## src/rtl/ssc_pkg.sv

```systemverilog
/*
 * ssc_pkg: constants and carrier types for the secure session control frame decoder.
 * assumes a 100 MHz pclk and 32-bit apb data with one aligned word per register.
 */
package ssc_pkg;

  ////////////////////////////////////////////////////////////////////////////
  // frame layout
  localparam logic [7:0] SSC_START = 8'h7e;          // start delimiter byte
  localparam logic [7:0] SSC_TYPE = 8'h2e;           // session control frame type
  localparam logic [15:0] SSC_OFS_TYPE = 16'h0003;
  localparam logic [15:0] SSC_OFS_DEST = 16'h0004;
  localparam logic [15:0] SSC_OFS_DEST_END = 16'h000b;
  localparam logic [15:0] SSC_OFS_OPT = 16'h000c;
  localparam logic [15:0] SSC_OFS_TMO_HI = 16'h000d;
  localparam logic [15:0] SSC_OFS_TMO_LO = 16'h000e;
  localparam logic [15:0] SSC_OFS_PW = 16'h000f;
  localparam logic [15:0] SSC_MIN_LEN_CTRL = 16'h000a;   // type, address, options
  localparam logic [15:0] SSC_MIN_LEN_LOGIN = 16'h000c;  // plus timeout
  localparam logic [6:0] SSC_MAX_PW = 7'h40;
  localparam logic [7:0] SSC_CSUM_GOOD = 8'hff;
  localparam int SSC_OPT_LOGOUT = 0;
  localparam int SSC_OPT_TERM = 1;
  localparam int SSC_OPT_IPT = 2;
  localparam logic [15:0] SSC_MAX_TMO = 16'h4650;
  localparam logic [63:0] SSC_BCAST = 64'h0000_0000_0000_ffff;
  localparam logic [3:0] SSC_STAT_OK = 4'h0;
  localparam logic [3:0] SSC_STAT_INVALID = 4'ha;

  ////////////////////////////////////////////////////////////////////////////
  // timing
  localparam int SSC_CLK_NS = 10;
  localparam int SSC_TENTH_NS = 100000000;
  localparam int SSC_TICK_CYCLES = SSC_TENTH_NS / SSC_CLK_NS;

  ////////////////////////////////////////////////////////////////////////////
  // incoming session slots
  localparam int SSC_NSLOT = 4;

  ////////////////////////////////////////////////////////////////////////////
  // register map and fields
  localparam logic [11:0] SSC_REG_CTRL = 12'h000;
  localparam logic [11:0] SSC_REG_STATUS = 12'h004;
  localparam logic [11:0] SSC_REG_DEST_LO = 12'h008;
  localparam logic [11:0] SSC_REG_DEST_HI = 12'h00c;
  localparam logic [11:0] SSC_REG_OPT_TMO = 12'h010;
  localparam logic [11:0] SSC_REG_PW_LEN = 12'h014;
  localparam logic [11:0] SSC_REG_ERRCNT = 12'h018;
  localparam logic [11:0] SSC_REG_PW_BASE = 12'h100;
  localparam logic [11:0] SSC_REG_PW_LAST = 12'h13c;
  localparam int SSC_CTRL_EN = 0;
  localparam int SSC_CTRL_CLR = 1;
  localparam logic SSC_CTRL_EN_RST = 1'b1;

  // one decoded action towards the session logic
  typedef struct packed {
    logic login;
    logic logout;
    logic terminate;
    logic reject;
    logic broadcast;
    logic interpkt;
    logic [3:0] status;
    logic [15:0] timeout;
    logic [63:0] dest;
  } ssc_act_t;

  typedef enum logic [4:0] {
    SSC_IDLE = 5'b00001,
    SSC_LEN_HI = 5'b00010,
    SSC_LEN_LO = 5'b00100,
    SSC_BODY = 5'b01000,
    SSC_CSUM = 5'b10000
  } ssc_state_t;

endpackage

```

## src/rtl/ssc_frame_ctrl.sv

```systemverilog
/*
 * ssc_frame_ctrl: receives secure session control frames byte by byte, checks them,
 * decodes the session request and keeps the client timer and the incoming slot table.
 * assumes bytes come from logic on pclk (no synchroniser) and an apb master for registers.
 */
// The APB register port and the address map were left to the implementer.
module ssc_frame_ctrl
  import ssc_pkg::*;
#(
  parameter int TICK_CYCLES = SSC_TICK_CYCLES
) (
  // clock and reset
  input wire logic pclk,
  input wire logic presetn,
  // apb slave
  input wire logic psel,
  input wire logic penable,
  input wire logic pwrite,
  input wire logic [11:0] paddr,
  input wire logic [31:0] pwdata,
  input wire logic [3:0] pstrb,
  output logic [31:0] prdata,
  output logic pready,
  output logic pslverr,
  // serial api byte stream
  input wire logic rx_valid,
  input wire logic [7:0] rx_data,
  // decoded actions
  output ssc_act_t act,
  output logic act_discard,
  // client session timer
  input wire logic secure_tx,
  output logic client_active,
  output logic client_expired,
  // incoming session requests from the radio side
  input wire logic srv_req_valid,
  input wire logic [63:0] srv_req_peer,
  input wire logic [15:0] srv_req_timeout,
  output logic srv_accept,
  output logic srv_evict,
  output logic srv_refuse
);

  ////////////////////////////////////////////////////////////////////////////
  // parser state
  ssc_state_t state;
  logic [15:0] len;
  logic [15:0] rem;
  logic [15:0] pos;
  logic [7:0] sum;
  logic [7:0] ftype;
  logic [63:0] dest;
  logic [7:0] opt;
  logic [15:0] tmo;
  logic [6:0] pw_len;
  logic too_long;
  logic [7:0] pw_mem [SSC_MAX_PW];
  logic ctrl_en;
  logic [15:0] csum_errs;
  logic [15:0] len_errs;
  logic [3:0] last_status;
  logic [SSC_NSLOT-1:0] slot_valid;
  logic [SSC_NSLOT-1:0] slot_yield;
  logic [63:0] slot_peer [SSC_NSLOT];
  logic [7:0] slot_age [SSC_NSLOT];

  wire logic byte_in = rx_valid && ctrl_en;
  wire logic frame_done = byte_in && (state == SSC_CSUM);
  wire logic [7:0] next_sum = sum + rx_data;
  wire logic csum_ok = (next_sum == SSC_CSUM_GOOD);
  wire logic type_ok = (ftype == SSC_TYPE);
  wire logic is_logout = opt[SSC_OPT_LOGOUT];
  wire logic is_term = !opt[SSC_OPT_LOGOUT] && opt[SSC_OPT_TERM];
  wire logic is_bcast = (dest == SSC_BCAST);
  wire logic len_short = (len < SSC_MIN_LEN_CTRL) ||
                         (!is_logout && !is_term && (len < SSC_MIN_LEN_LOGIN));
  wire logic pw_over = too_long && !is_logout && !is_term;
  wire logic frame_bad = !csum_ok || len_short || pw_over;
  wire logic frame_go = frame_done && type_ok && !frame_bad;

  ////////////////////////////////////////////////////////////////////////////
  // frame state machine: delimiter, length, body, checksum
  always_ff @(posedge pclk or negedge presetn) begin
    if (!presetn) begin
      state <= SSC_IDLE;
      len <= 16'h0000;
      rem <= 16'h0000;
    end else if (byte_in) begin
      unique case (state)
        SSC_IDLE: begin
          if (rx_data == SSC_START) begin
            state <= SSC_LEN_HI;
          end
        end
        SSC_LEN_HI: begin
          len <= {rx_data, 8'h00};
          state <= SSC_LEN_LO;
        end
        SSC_LEN_LO: begin
          len <= {len[15:8], rx_data};
          rem <= {len[15:8], rx_data};
          state <= ({len[15:8], rx_data} == 16'h0000) ? SSC_CSUM : SSC_BODY;
        end
        SSC_BODY: begin
          rem <= rem - 16'h0001;
          if (rem == 16'h0001) begin
            state <= SSC_CSUM;
          end
        end
        SSC_CSUM: begin
          state <= SSC_IDLE;
        end
      endcase
    end
  end

  // byte position and running sum over the body
  always_ff @(posedge pclk or negedge presetn) begin
    if (!presetn) begin
      pos <= 16'h0000;
      sum <= 8'h00;
    end else if (byte_in && state == SSC_LEN_LO) begin
      pos <= SSC_OFS_TYPE;
      sum <= 8'h00;
    end else if (byte_in && state == SSC_BODY) begin
      pos <= pos + 16'h0001;
      sum <= next_sum;
    end
  end

  // field capture by position
  always_ff @(posedge pclk or negedge presetn) begin
    if (!presetn) begin
      ftype <= 8'h00;
      dest <= 64'h0000_0000_0000_0000;
      opt <= 8'h00;
      tmo <= 16'h0000;
      pw_len <= 7'h00;
      too_long <= 1'b0;
    end else if (byte_in && state == SSC_LEN_LO) begin
      ftype <= 8'h00;
      opt <= 8'h00;
      tmo <= 16'h0000;
      pw_len <= 7'h00;
      too_long <= 1'b0;
    end else if (byte_in && state == SSC_BODY) begin
      if (pos == SSC_OFS_TYPE) begin
        ftype <= rx_data;
      end else if (pos >= SSC_OFS_DEST && pos <= SSC_OFS_DEST_END) begin
        dest <= {dest[55:0], rx_data};
      end else if (pos == SSC_OFS_OPT) begin
        opt <= rx_data;
      end else if (pos == SSC_OFS_TMO_HI) begin
        tmo <= {rx_data, tmo[7:0]};
      end else if (pos == SSC_OFS_TMO_LO) begin
        tmo <= {tmo[15:8], rx_data};
      end else if (pw_len < SSC_MAX_PW) begin
        pw_len <= pw_len + 7'h01;
      end else begin
        too_long <= 1'b1;
      end
    end
  end

  // password store, no reset needed for data
  always_ff @(posedge pclk) begin
    if (byte_in && state == SSC_BODY && pos >= SSC_OFS_PW && pw_len < SSC_MAX_PW) begin
      pw_mem[pw_len[5:0]] <= rx_data;
    end
  end

  ////////////////////////////////////////////////////////////////////////////
  // decode into one action pulse at the checksum byte
  always_ff @(posedge pclk or negedge presetn) begin
    if (!presetn) begin
      act <= '0;
      act_discard <= 1'b0;
      last_status <= SSC_STAT_OK;
    end else begin
      act <= '0;
      act_discard <= frame_done && type_ok && frame_bad;
      if (frame_go) begin
        act.dest <= dest;
        act.broadcast <= is_bcast;
        if (is_logout) begin
          act.logout <= 1'b1;
        end else if (is_term) begin
          act.terminate <= 1'b1;
        end else if (is_bcast || tmo > SSC_MAX_TMO) begin
          act.reject <= 1'b1;
          act.status <= SSC_STAT_INVALID;
          last_status <= SSC_STAT_INVALID;
        end else begin
          act.login <= 1'b1;
          act.timeout <= tmo;
          act.interpkt <= opt[SSC_OPT_IPT];
          last_status <= SSC_STAT_OK;
        end
      end
    end
  end

  ////////////////////////////////////////////////////////////////////////////
  // tenth of a second tick
  logic [23:0] tick_cnt;
  wire logic tick = (tick_cnt == 24'(TICK_CYCLES - 1));
  always_ff @(posedge pclk or negedge presetn) begin
    if (!presetn) begin
      tick_cnt <= 24'h000000;
    end else begin
      tick_cnt <= tick ? 24'h000000 : tick_cnt + 24'h000001;
    end
  end

  // client session timer
  logic [15:0] cli_tmo;
  logic [15:0] cli_left;
  logic cli_ipt;
  always_ff @(posedge pclk or negedge presetn) begin
    if (!presetn) begin
      client_active <= 1'b0;
      client_expired <= 1'b0;
      cli_tmo <= 16'h0000;
      cli_left <= 16'h0000;
      cli_ipt <= 1'b0;
    end else begin
      client_expired <= 1'b0;
      if (act.login) begin
        client_active <= 1'b1;
        cli_tmo <= act.timeout;
        cli_left <= act.timeout;
        cli_ipt <= act.interpkt;
      end else if (act.logout) begin
        client_active <= 1'b0;
      end else if (client_active && cli_ipt && secure_tx) begin
        cli_left <= cli_tmo;
      end else if (client_active && tick && cli_tmo != 16'h0000) begin
        cli_left <= cli_left - 16'h0001;
        if (cli_left == 16'h0001) begin
          client_active <= 1'b0;
          client_expired <= 1'b1;
        end
      end
    end
  end

  ////////////////////////////////////////////////////////////////////////////
  // incoming session slots
  function automatic logic [2:0] find_free(input logic [SSC_NSLOT-1:0] v);
    logic [2:0] r;
    r = 3'b000;
    for (int i = SSC_NSLOT - 1; i >= 0; i--) begin
      if (!v[i]) begin
        r = {1'b1, 2'(i)};
      end
    end
    return r;
  endfunction

  logic old_hit;
  logic [1:0] old_idx;

  // oldest yielding slot, non-zero timeout slots are never candidates
  always_comb begin
    logic [7:0] best;
    best = 8'h00;
    old_hit = 1'b0;
    old_idx = 2'b00;
    for (int i = 0; i < SSC_NSLOT; i++) begin
      if (slot_valid[i] && slot_yield[i] && (!old_hit || slot_age[i] > best)) begin
        old_hit = 1'b1;
        old_idx = 2'(i);
        best = slot_age[i];
      end
    end
  end

  wire logic [2:0] free_slot = find_free(slot_valid);
  wire logic ins_go = srv_req_valid && (free_slot[2] || old_hit);
  wire logic [1:0] ins_idx = free_slot[2] ? free_slot[1:0] : old_idx;

  generate
    for (genvar s = 0; s < SSC_NSLOT; s++) begin : g_slot
      always_ff @(posedge pclk or negedge presetn) begin
        if (!presetn) begin
          slot_valid[s] <= 1'b0;
          slot_yield[s] <= 1'b0;
          slot_peer[s] <= 64'h0000_0000_0000_0000;
          slot_age[s] <= 8'h00;
        end else if (ins_go && ins_idx == 2'(s)) begin
          slot_valid[s] <= 1'b1;
          slot_yield[s] <= (srv_req_timeout == 16'h0000);
          slot_peer[s] <= srv_req_peer;
          slot_age[s] <= 8'h00;
        end else if (act.terminate && slot_valid[s] && (act.broadcast || slot_peer[s] == act.dest)) begin
          slot_valid[s] <= 1'b0;
        end else if (ins_go && slot_valid[s] && slot_age[s] != 8'hff) begin
          slot_age[s] <= slot_age[s] + 8'h01;
        end
      end
    end
  endgenerate

  // request answers
  always_ff @(posedge pclk or negedge presetn) begin
    if (!presetn) begin
      srv_accept <= 1'b0;
      srv_evict <= 1'b0;
      srv_refuse <= 1'b0;
    end else begin
      srv_accept <= ins_go;
      srv_evict <= ins_go && !free_slot[2];
      srv_refuse <= srv_req_valid && !ins_go;
    end
  end

  ////////////////////////////////////////////////////////////////////////////
  // apb slave: answer on the second access cycle
  wire logic apb_take = psel && penable && !pready;
  wire logic apb_fire = psel && penable && pready;
  wire logic clr_cnt = apb_fire && pwrite && paddr == SSC_REG_CTRL && pstrb[0] && pwdata[SSC_CTRL_CLR];

  always_ff @(posedge pclk or negedge presetn) begin
    if (!presetn) begin
      ctrl_en <= SSC_CTRL_EN_RST;
    end else if (apb_fire && pwrite && paddr == SSC_REG_CTRL && pstrb[0]) begin
      ctrl_en <= pwdata[SSC_CTRL_EN];
    end
  end

  // error counters, a new error wins over a clear
  always_ff @(posedge pclk or negedge presetn) begin
    if (!presetn) begin
      csum_errs <= 16'h0000;
      len_errs <= 16'h0000;
    end else begin
      if (frame_done && type_ok && !csum_ok) begin
        csum_errs <= clr_cnt ? 16'h0001 : csum_errs + 16'h0001;
      end else if (clr_cnt) begin
        csum_errs <= 16'h0000;
      end
      if (frame_done && type_ok && csum_ok && (len_short || pw_over)) begin
        len_errs <= clr_cnt ? 16'h0001 : len_errs + 16'h0001;
      end else if (clr_cnt) begin
        len_errs <= 16'h0000;
      end
    end
  end

  // read mux
  logic [31:0] next_prdata;
  logic next_err;
  always_comb begin
    logic [5:0] w;
    w = {paddr[5:2], 2'b00};
    next_prdata = 32'h0000_0000;
    next_err = 1'b0;
    if (paddr >= SSC_REG_PW_BASE && paddr <= SSC_REG_PW_LAST && paddr[1:0] == 2'b00) begin
      next_prdata = {pw_mem[w + 6'h03], pw_mem[w + 6'h02], pw_mem[w + 6'h01], pw_mem[w]};
    end else begin
      unique case (paddr)
        SSC_REG_CTRL: next_prdata = {31'h0000_0000, ctrl_en};
        SSC_REG_STATUS: next_prdata = {16'h0000, slot_yield, slot_valid, last_status, 2'b00, cli_ipt, client_active};
        SSC_REG_DEST_LO: next_prdata = dest[31:0];
        SSC_REG_DEST_HI: next_prdata = dest[63:32];
        SSC_REG_OPT_TMO: next_prdata = {tmo, 8'h00, opt};
        SSC_REG_PW_LEN: next_prdata = {25'h000_0000, pw_len};
        SSC_REG_ERRCNT: next_prdata = {len_errs, csum_errs};
        default: next_err = 1'b1;
      endcase
    end
  end

  always_ff @(posedge pclk or negedge presetn) begin
    if (!presetn) begin
      pready <= 1'b0;
      prdata <= 32'h0000_0000;
      pslverr <= 1'b0;
    end else begin
      pready <= apb_take;
      prdata <= (apb_take && !pwrite) ? next_prdata : 32'h0000_0000;
      pslverr <= apb_take && next_err;
    end
  end
endmodule

```

## config.mk

```make
export PLATFORM = sky130hd
export DESIGN_NAME = ssc_frame_ctrl
export DESIGN_NICKNAME = d
export VERILOG_FILES = /design/src/rtl/ssc_pkg.sv /design/src/rtl/ssc_frame_ctrl.sv
export SDC_FILE = /design/constraint.sdc
export NUM_CORES = 2
export LEC_CHECK = 0
export BUFFER_PORTS_ARGS = -buffer_cell sky130_fd_sc_hd__buf_2
export CORE_MARGIN = 1.5
export CORE_UTILIZATION = 55
export CTS_BUF_LIST = sky130_fd_sc_hd__clkbuf_4 sky130_fd_sc_hd__clkbuf_8 sky130_fd_sc_hd__clkbuf_16
export DETAILED_ROUTE_END_ITERATION = 10
export PLACE_DENSITY = 0.74
export SLEW_MARGIN = 20
export SYNTH_ARGS = -nofsm -noshare
export SYNTH_HDL_FRONTEND = slang
export SYNTH_SLANG_ARGS = --single-unit
```

## constraint.sdc

```tcl
create_clock -name pclk -period 6.35 [get_ports pclk]
set_input_delay 1.27 -clock pclk [delete_from_list [all_inputs] [get_ports pclk]]
set_output_delay 1.27 -clock pclk [all_outputs]
set_load 0.01 [all_outputs]
```

==> summary.md <==
| Metric | Value |
|---|---|
| Status | finished, final reports clean |
| Clock sink count | between 1000 and 1500 |
| Area after DPL | between 50000 and 60000 um^2 |
| Global Route met1 Usage | 40.3% |
| Max Transition Viols Final | 0 |
| Vias | 33337 |
| Starting density of the core | 55.8% |
| Die X | 311 um |
| Setup crit start kind | register |
| Max transition margin | between 20 and 25% |
| H-tree depth | 3 |
| WL/cell | 26.2 um |
| Leakage | about 24 nW |
| Post-synth ARST share | 56.9% |
| Finished Cell Area | just under 60000 um^2 |
| Syn avg cell area | roughly 14 um^2 |
| Sequential Area | between 30000 and 40000 um^2 |
| First-pass GRT wire length | 210000 um |
| Register area share after synthesis | roughly three fifths |
| Congestion Overflow GR | 0 |
| FMAX | between 150 and 200 MHz |
| Die ar. | 97000 um^2 |
| Global Route Usage Sum | approximately 29% |
| Detailed Place HPWL | approximately 95000 um |
| Max Cap Viol | 0 |
| Setup TNS | 0 ns |
| Hold Path Stages | 1 |
| RSZ-0062 raised after global routing | no |
| # port buffers | ~240 |
| Peak VDD IR | 0.277 mV |
| Fin cells | 5339 |
| CTS root buf | clkbuf_16 |
| Reg2reg end | slot_peer[100]$_DFFE_PN0N_ |
| Cell Rows | 112 |
| Inst Count DP | ~5100 |
| Gate power share | 17.1% |
| Die height | 311 um |
| P per Cell Area | 346 nW/um^2 |
| 1st-iter DRT viols | slightly below 4000 |
| FF-to-FF setup slack | between 0.3 and 0.4 ns |
| Final WL | about 140000 um |
| Net Sw Frac | between 20% and 30% |
| Grt met3 use | under 10% |
| TritonCTS clock tree | built |
| Min-delay src | tick_cnt[0]$_DFF_PN0_ |
| Seq cells post-synth | approximately 1200 |
| CP max FO | 28 |
| 1st-pass router iterations | 8 |
| Int Power | roughly 15 mW |
| Type of the tightest min-delay check | reg2reg |
| Post-synth EDFFs | a little over 500 |
| Commonest cells post-synth | dfrtp_1, edfxtp_1, mux2_2, nor2_1, xor2_1 |
| Hold endpoint | tick_cnt[0]$_DFF_PN0_ |
| Setup ws final | 0.365 ns |
| Crit path time final | ~6.0 ns |
| Part of the power in the clock network | about 36% |
| Worst clock skew | between 0.06 and 0.07 ns |
| Initial antenna violation count | 5 |
| Top-Level Pins | ~270 |
| Area of the multi-input gates | 19100 um^2 |
| Reg2Reg Depth | 24 |
| Final hold vios | 0 |
| Layout fillers | around 6700 |
| GR peak layer | met2 |
| Nets@finish | roughly 4200 |
| DRC viols | 0 |
| Synth Flop Type | dfrtp_1 |
| Distinct cells, synth | 89 |
| Core ar. | 93700 um^2 |
| CTS clk-pin slew, worst paths | roughly 0.06 ns |
| Crit path kind | reg2reg |
| Fin crit share | 94.3% |
| Flop pwr share | ~47% |
| Yosys top cell area share | 32.3% |
| Post-CTS Hold Fix Bufs | 0 |
| Vias in the first global route | approximately 33000 |
| Final setup violating endpoints | 0 |
| Top post-synthesis cells by area | dfrtp_1, edfxtp_1, mux2_2, mux4_2, xor2_1 |
| CP Data Arrival Time | ~6.6 ns |
| Met2 GRT Util | 45.6% |
| Largest net degree at the start of global routing | 174 |
| Cells after Synth | about 3700 |
| Routability cong. | a little over 0.9 |
| Crit path capture type | register |
| Area Overhead vs Synth | 13.7% |
| Actual slew at the worst max-slew pin | approximately 1.2 ns |
| ANT nets after route | 0 |
| Critical Path RT | between 6 and 7 ns |
| Dpl ws | around 0.064 ns |
| Largest area contributor in the netlist | dfrtp_1 |
| CTS buffer count | around 120 |
| Worst reg2reg startpoint | slot_yield[0]$_DFFE_PN0N_ |
| Synth Warn # | 0 |
| Top-count cell post-synth | dfrtp_1 |
| Post-synthesis instance area | approximately 52000 um^2 |
| Via density | approximately 6.2 |
| Clock latency on the worst-skew pair | roughly 0.73 ns |
| CTS Buffer Depth | 3 |
| Layout cells sized above 1 | 26.4% |
| Switch Pwr | ~5.4 mW |
[cell families after synthesis]
| family | share of synthesized area, % |
|---|---|
| flops | 61.8 |
| xor+xnor | 5.20 |
| compound gates | 5.42 |
| simple gates | 9.01 |
| other cells | 0.00717 |
| fa+ha+maj | 1.16 |
| buf+inv | 1.86 |
| mux | 15.5 |
[what timing repair did]
action                     in CTS  in global routing
gates resized for setup         0                  9
setup buffers                   0                  1
setup endpoints to repair       0                295
[stage by stage]
| stage | util [%] | power [mW] | hold slack, ns |
|---|---|---|---|
| global route | 63.4 | 21.3 | 0.502 |
| global placement | 58.9 | 13.1 | 0.469 |
| CTS | 63.3 | 20.6 | 0.483 |
| detailed placement | 58.9 | 13.2 | 0.475 |
| floorplan | - | 12.0 | 0.446 |
| finish | 63.4 | 20.6 | 0.479 |
[metal layers]
layer  vias to the layer above  part of all wire, %  wire, um
met1                     17030                   40     56600
met2                      1553                   48     66500
met4                         0                  4.0      5580
met5                         -                    0         0
li1                      14449                    -         -
met3                       305                  7.9     11100
[cells in the final DEF, fill, tap and decap left out, types with 24 or more instances in the layout]
| cell type | netlist | layout |
|---|---|---|
| dfrtp_1 | 675 | 675 |
| edfxtp_1 | 512 | 512 |
| mux2_2 | 346 | 346 |
| buf_2 | 26 | 235 |
| nor2_1 | 229 | 228 |
| xor2_1 | 221 | 221 |
| nand2_1 | 209 | 209 |
| mux4_2 | 161 | 161 |
| o21ai_0 | 127 | 126 |
| clkbuf_16 | 0 | 124 |
| a21oi_1 | 108 | 104 |
| nor4_1 | 100 | 99 |
| and2_1 | 94 | 93 |
| xnor2_1 | 87 | 87 |
| nand4_1 | 70 | 70 |
| buf_4 | 4 | 66 |
| inv_1 | 65 | 65 |
| mux2i_1 | 61 | 61 |
| nand3_1 | 53 | 52 |
| ha_1 | 47 | 47 |
| o31ai_1 | 36 | 35 |
| or3_1 | 33 | 32 |
| nor3_1 | 30 | 28 |
| clkbuf_4 | 0 | 26 |
| and3_1 | 25 | 24 |
[layout make-up]
type,instances,area share [%]
flip-flops and latches,1189,54.4
multi-input cells,2292,32.2
clock buffers,167,5.94
repair buffers,317,3.32
well taps,1254,2.64
clock inverters,51,1.15
inverters,66,0.417
diodes,3,0.0126
[worst max-delay path by stage]
| stage | from | to | slack [ns] | depth (start not counted) |
|---|---|---|---|---|
| after floorplan | slot_yield[0]$_DFFE_PN0N_ | slot_peer[205]$_DFFE_PN0N_ | 0.15 | 27 |
| after global placement | slot_valid[0]$_DFFE_PN0P_ | slot_peer[243]$_DFFE_PN0N_ | 0.10 | 24 |
| after detailed placement | slot_valid[0]$_DFFE_PN0P_ | slot_peer[97]$_DFFE_PN0N_ | 0.06 | 24 |
| after CTS | slot_valid[0]$_DFFE_PN0P_ | slot_peer[100]$_DFFE_PN0N_ | 0.05 | 24 |
| after global routing | slot_valid[0]$_DFFE_PN0P_ | slot_peer[213]$_DFFE_PN0N_ | 0.02 | 24 |
| final | slot_yield[0]$_DFFE_PN0N_ | slot_peer[100]$_DFFE_PN0N_ | 0.36 | 24 |
[worst max-delay path, stage by stage (launching register included)]
cell and delay [ns]:
dfrtp_1 0.34, and2_2 0.22, nand2_1 0.10, ha_1 0.30, o21ai_0 0.09, o211ai_1 0.25
nor2_1 0.07, a21oi_1 0.19, buf_4 0.20, nor2_1 0.06, a21oi_2 0.18, ha_1 0.28
a21o_1 0.16, a211oi_1 0.45, a211o_2 0.28, mux2_2 0.35, ha_1 0.30, nand3_1 0.12
o21bai_1 0.18, a21oi_1 0.24, o211ai_1 0.18, a311oi_2 0.42, o211a_4 0.30, buf_12 0.22
mux2_2 0.37
[power by group through the flow]
stage          logic [mW]  registers, mW  clock network [mW]
3_3_place_gp         3.39           9.68                   0
6_report             3.52           9.60                7.44
5_1_grt              3.77           9.69                7.84
3_5_place_dp         3.47           9.72                   0
4_1_cts              3.50           9.58                7.52
2_1_floorplan        2.47           9.56                   0
[registers in the layout (all words and copies together) (netlist names), 7 cells and up]
signal and flops:
pw_mem 512, sum 8, pos 16, len 15
cli_tmo 16, rem 16, dest 64, opt 8
slot_age 32, tick_cnt 24, ftype 8, prdata 32
csum_errs 16, pw_len 7, act 86, len_errs 16
cli_left 16, tmo 16, slot_peer 256
Note: power is estimated with default switching activity, not from simulation.
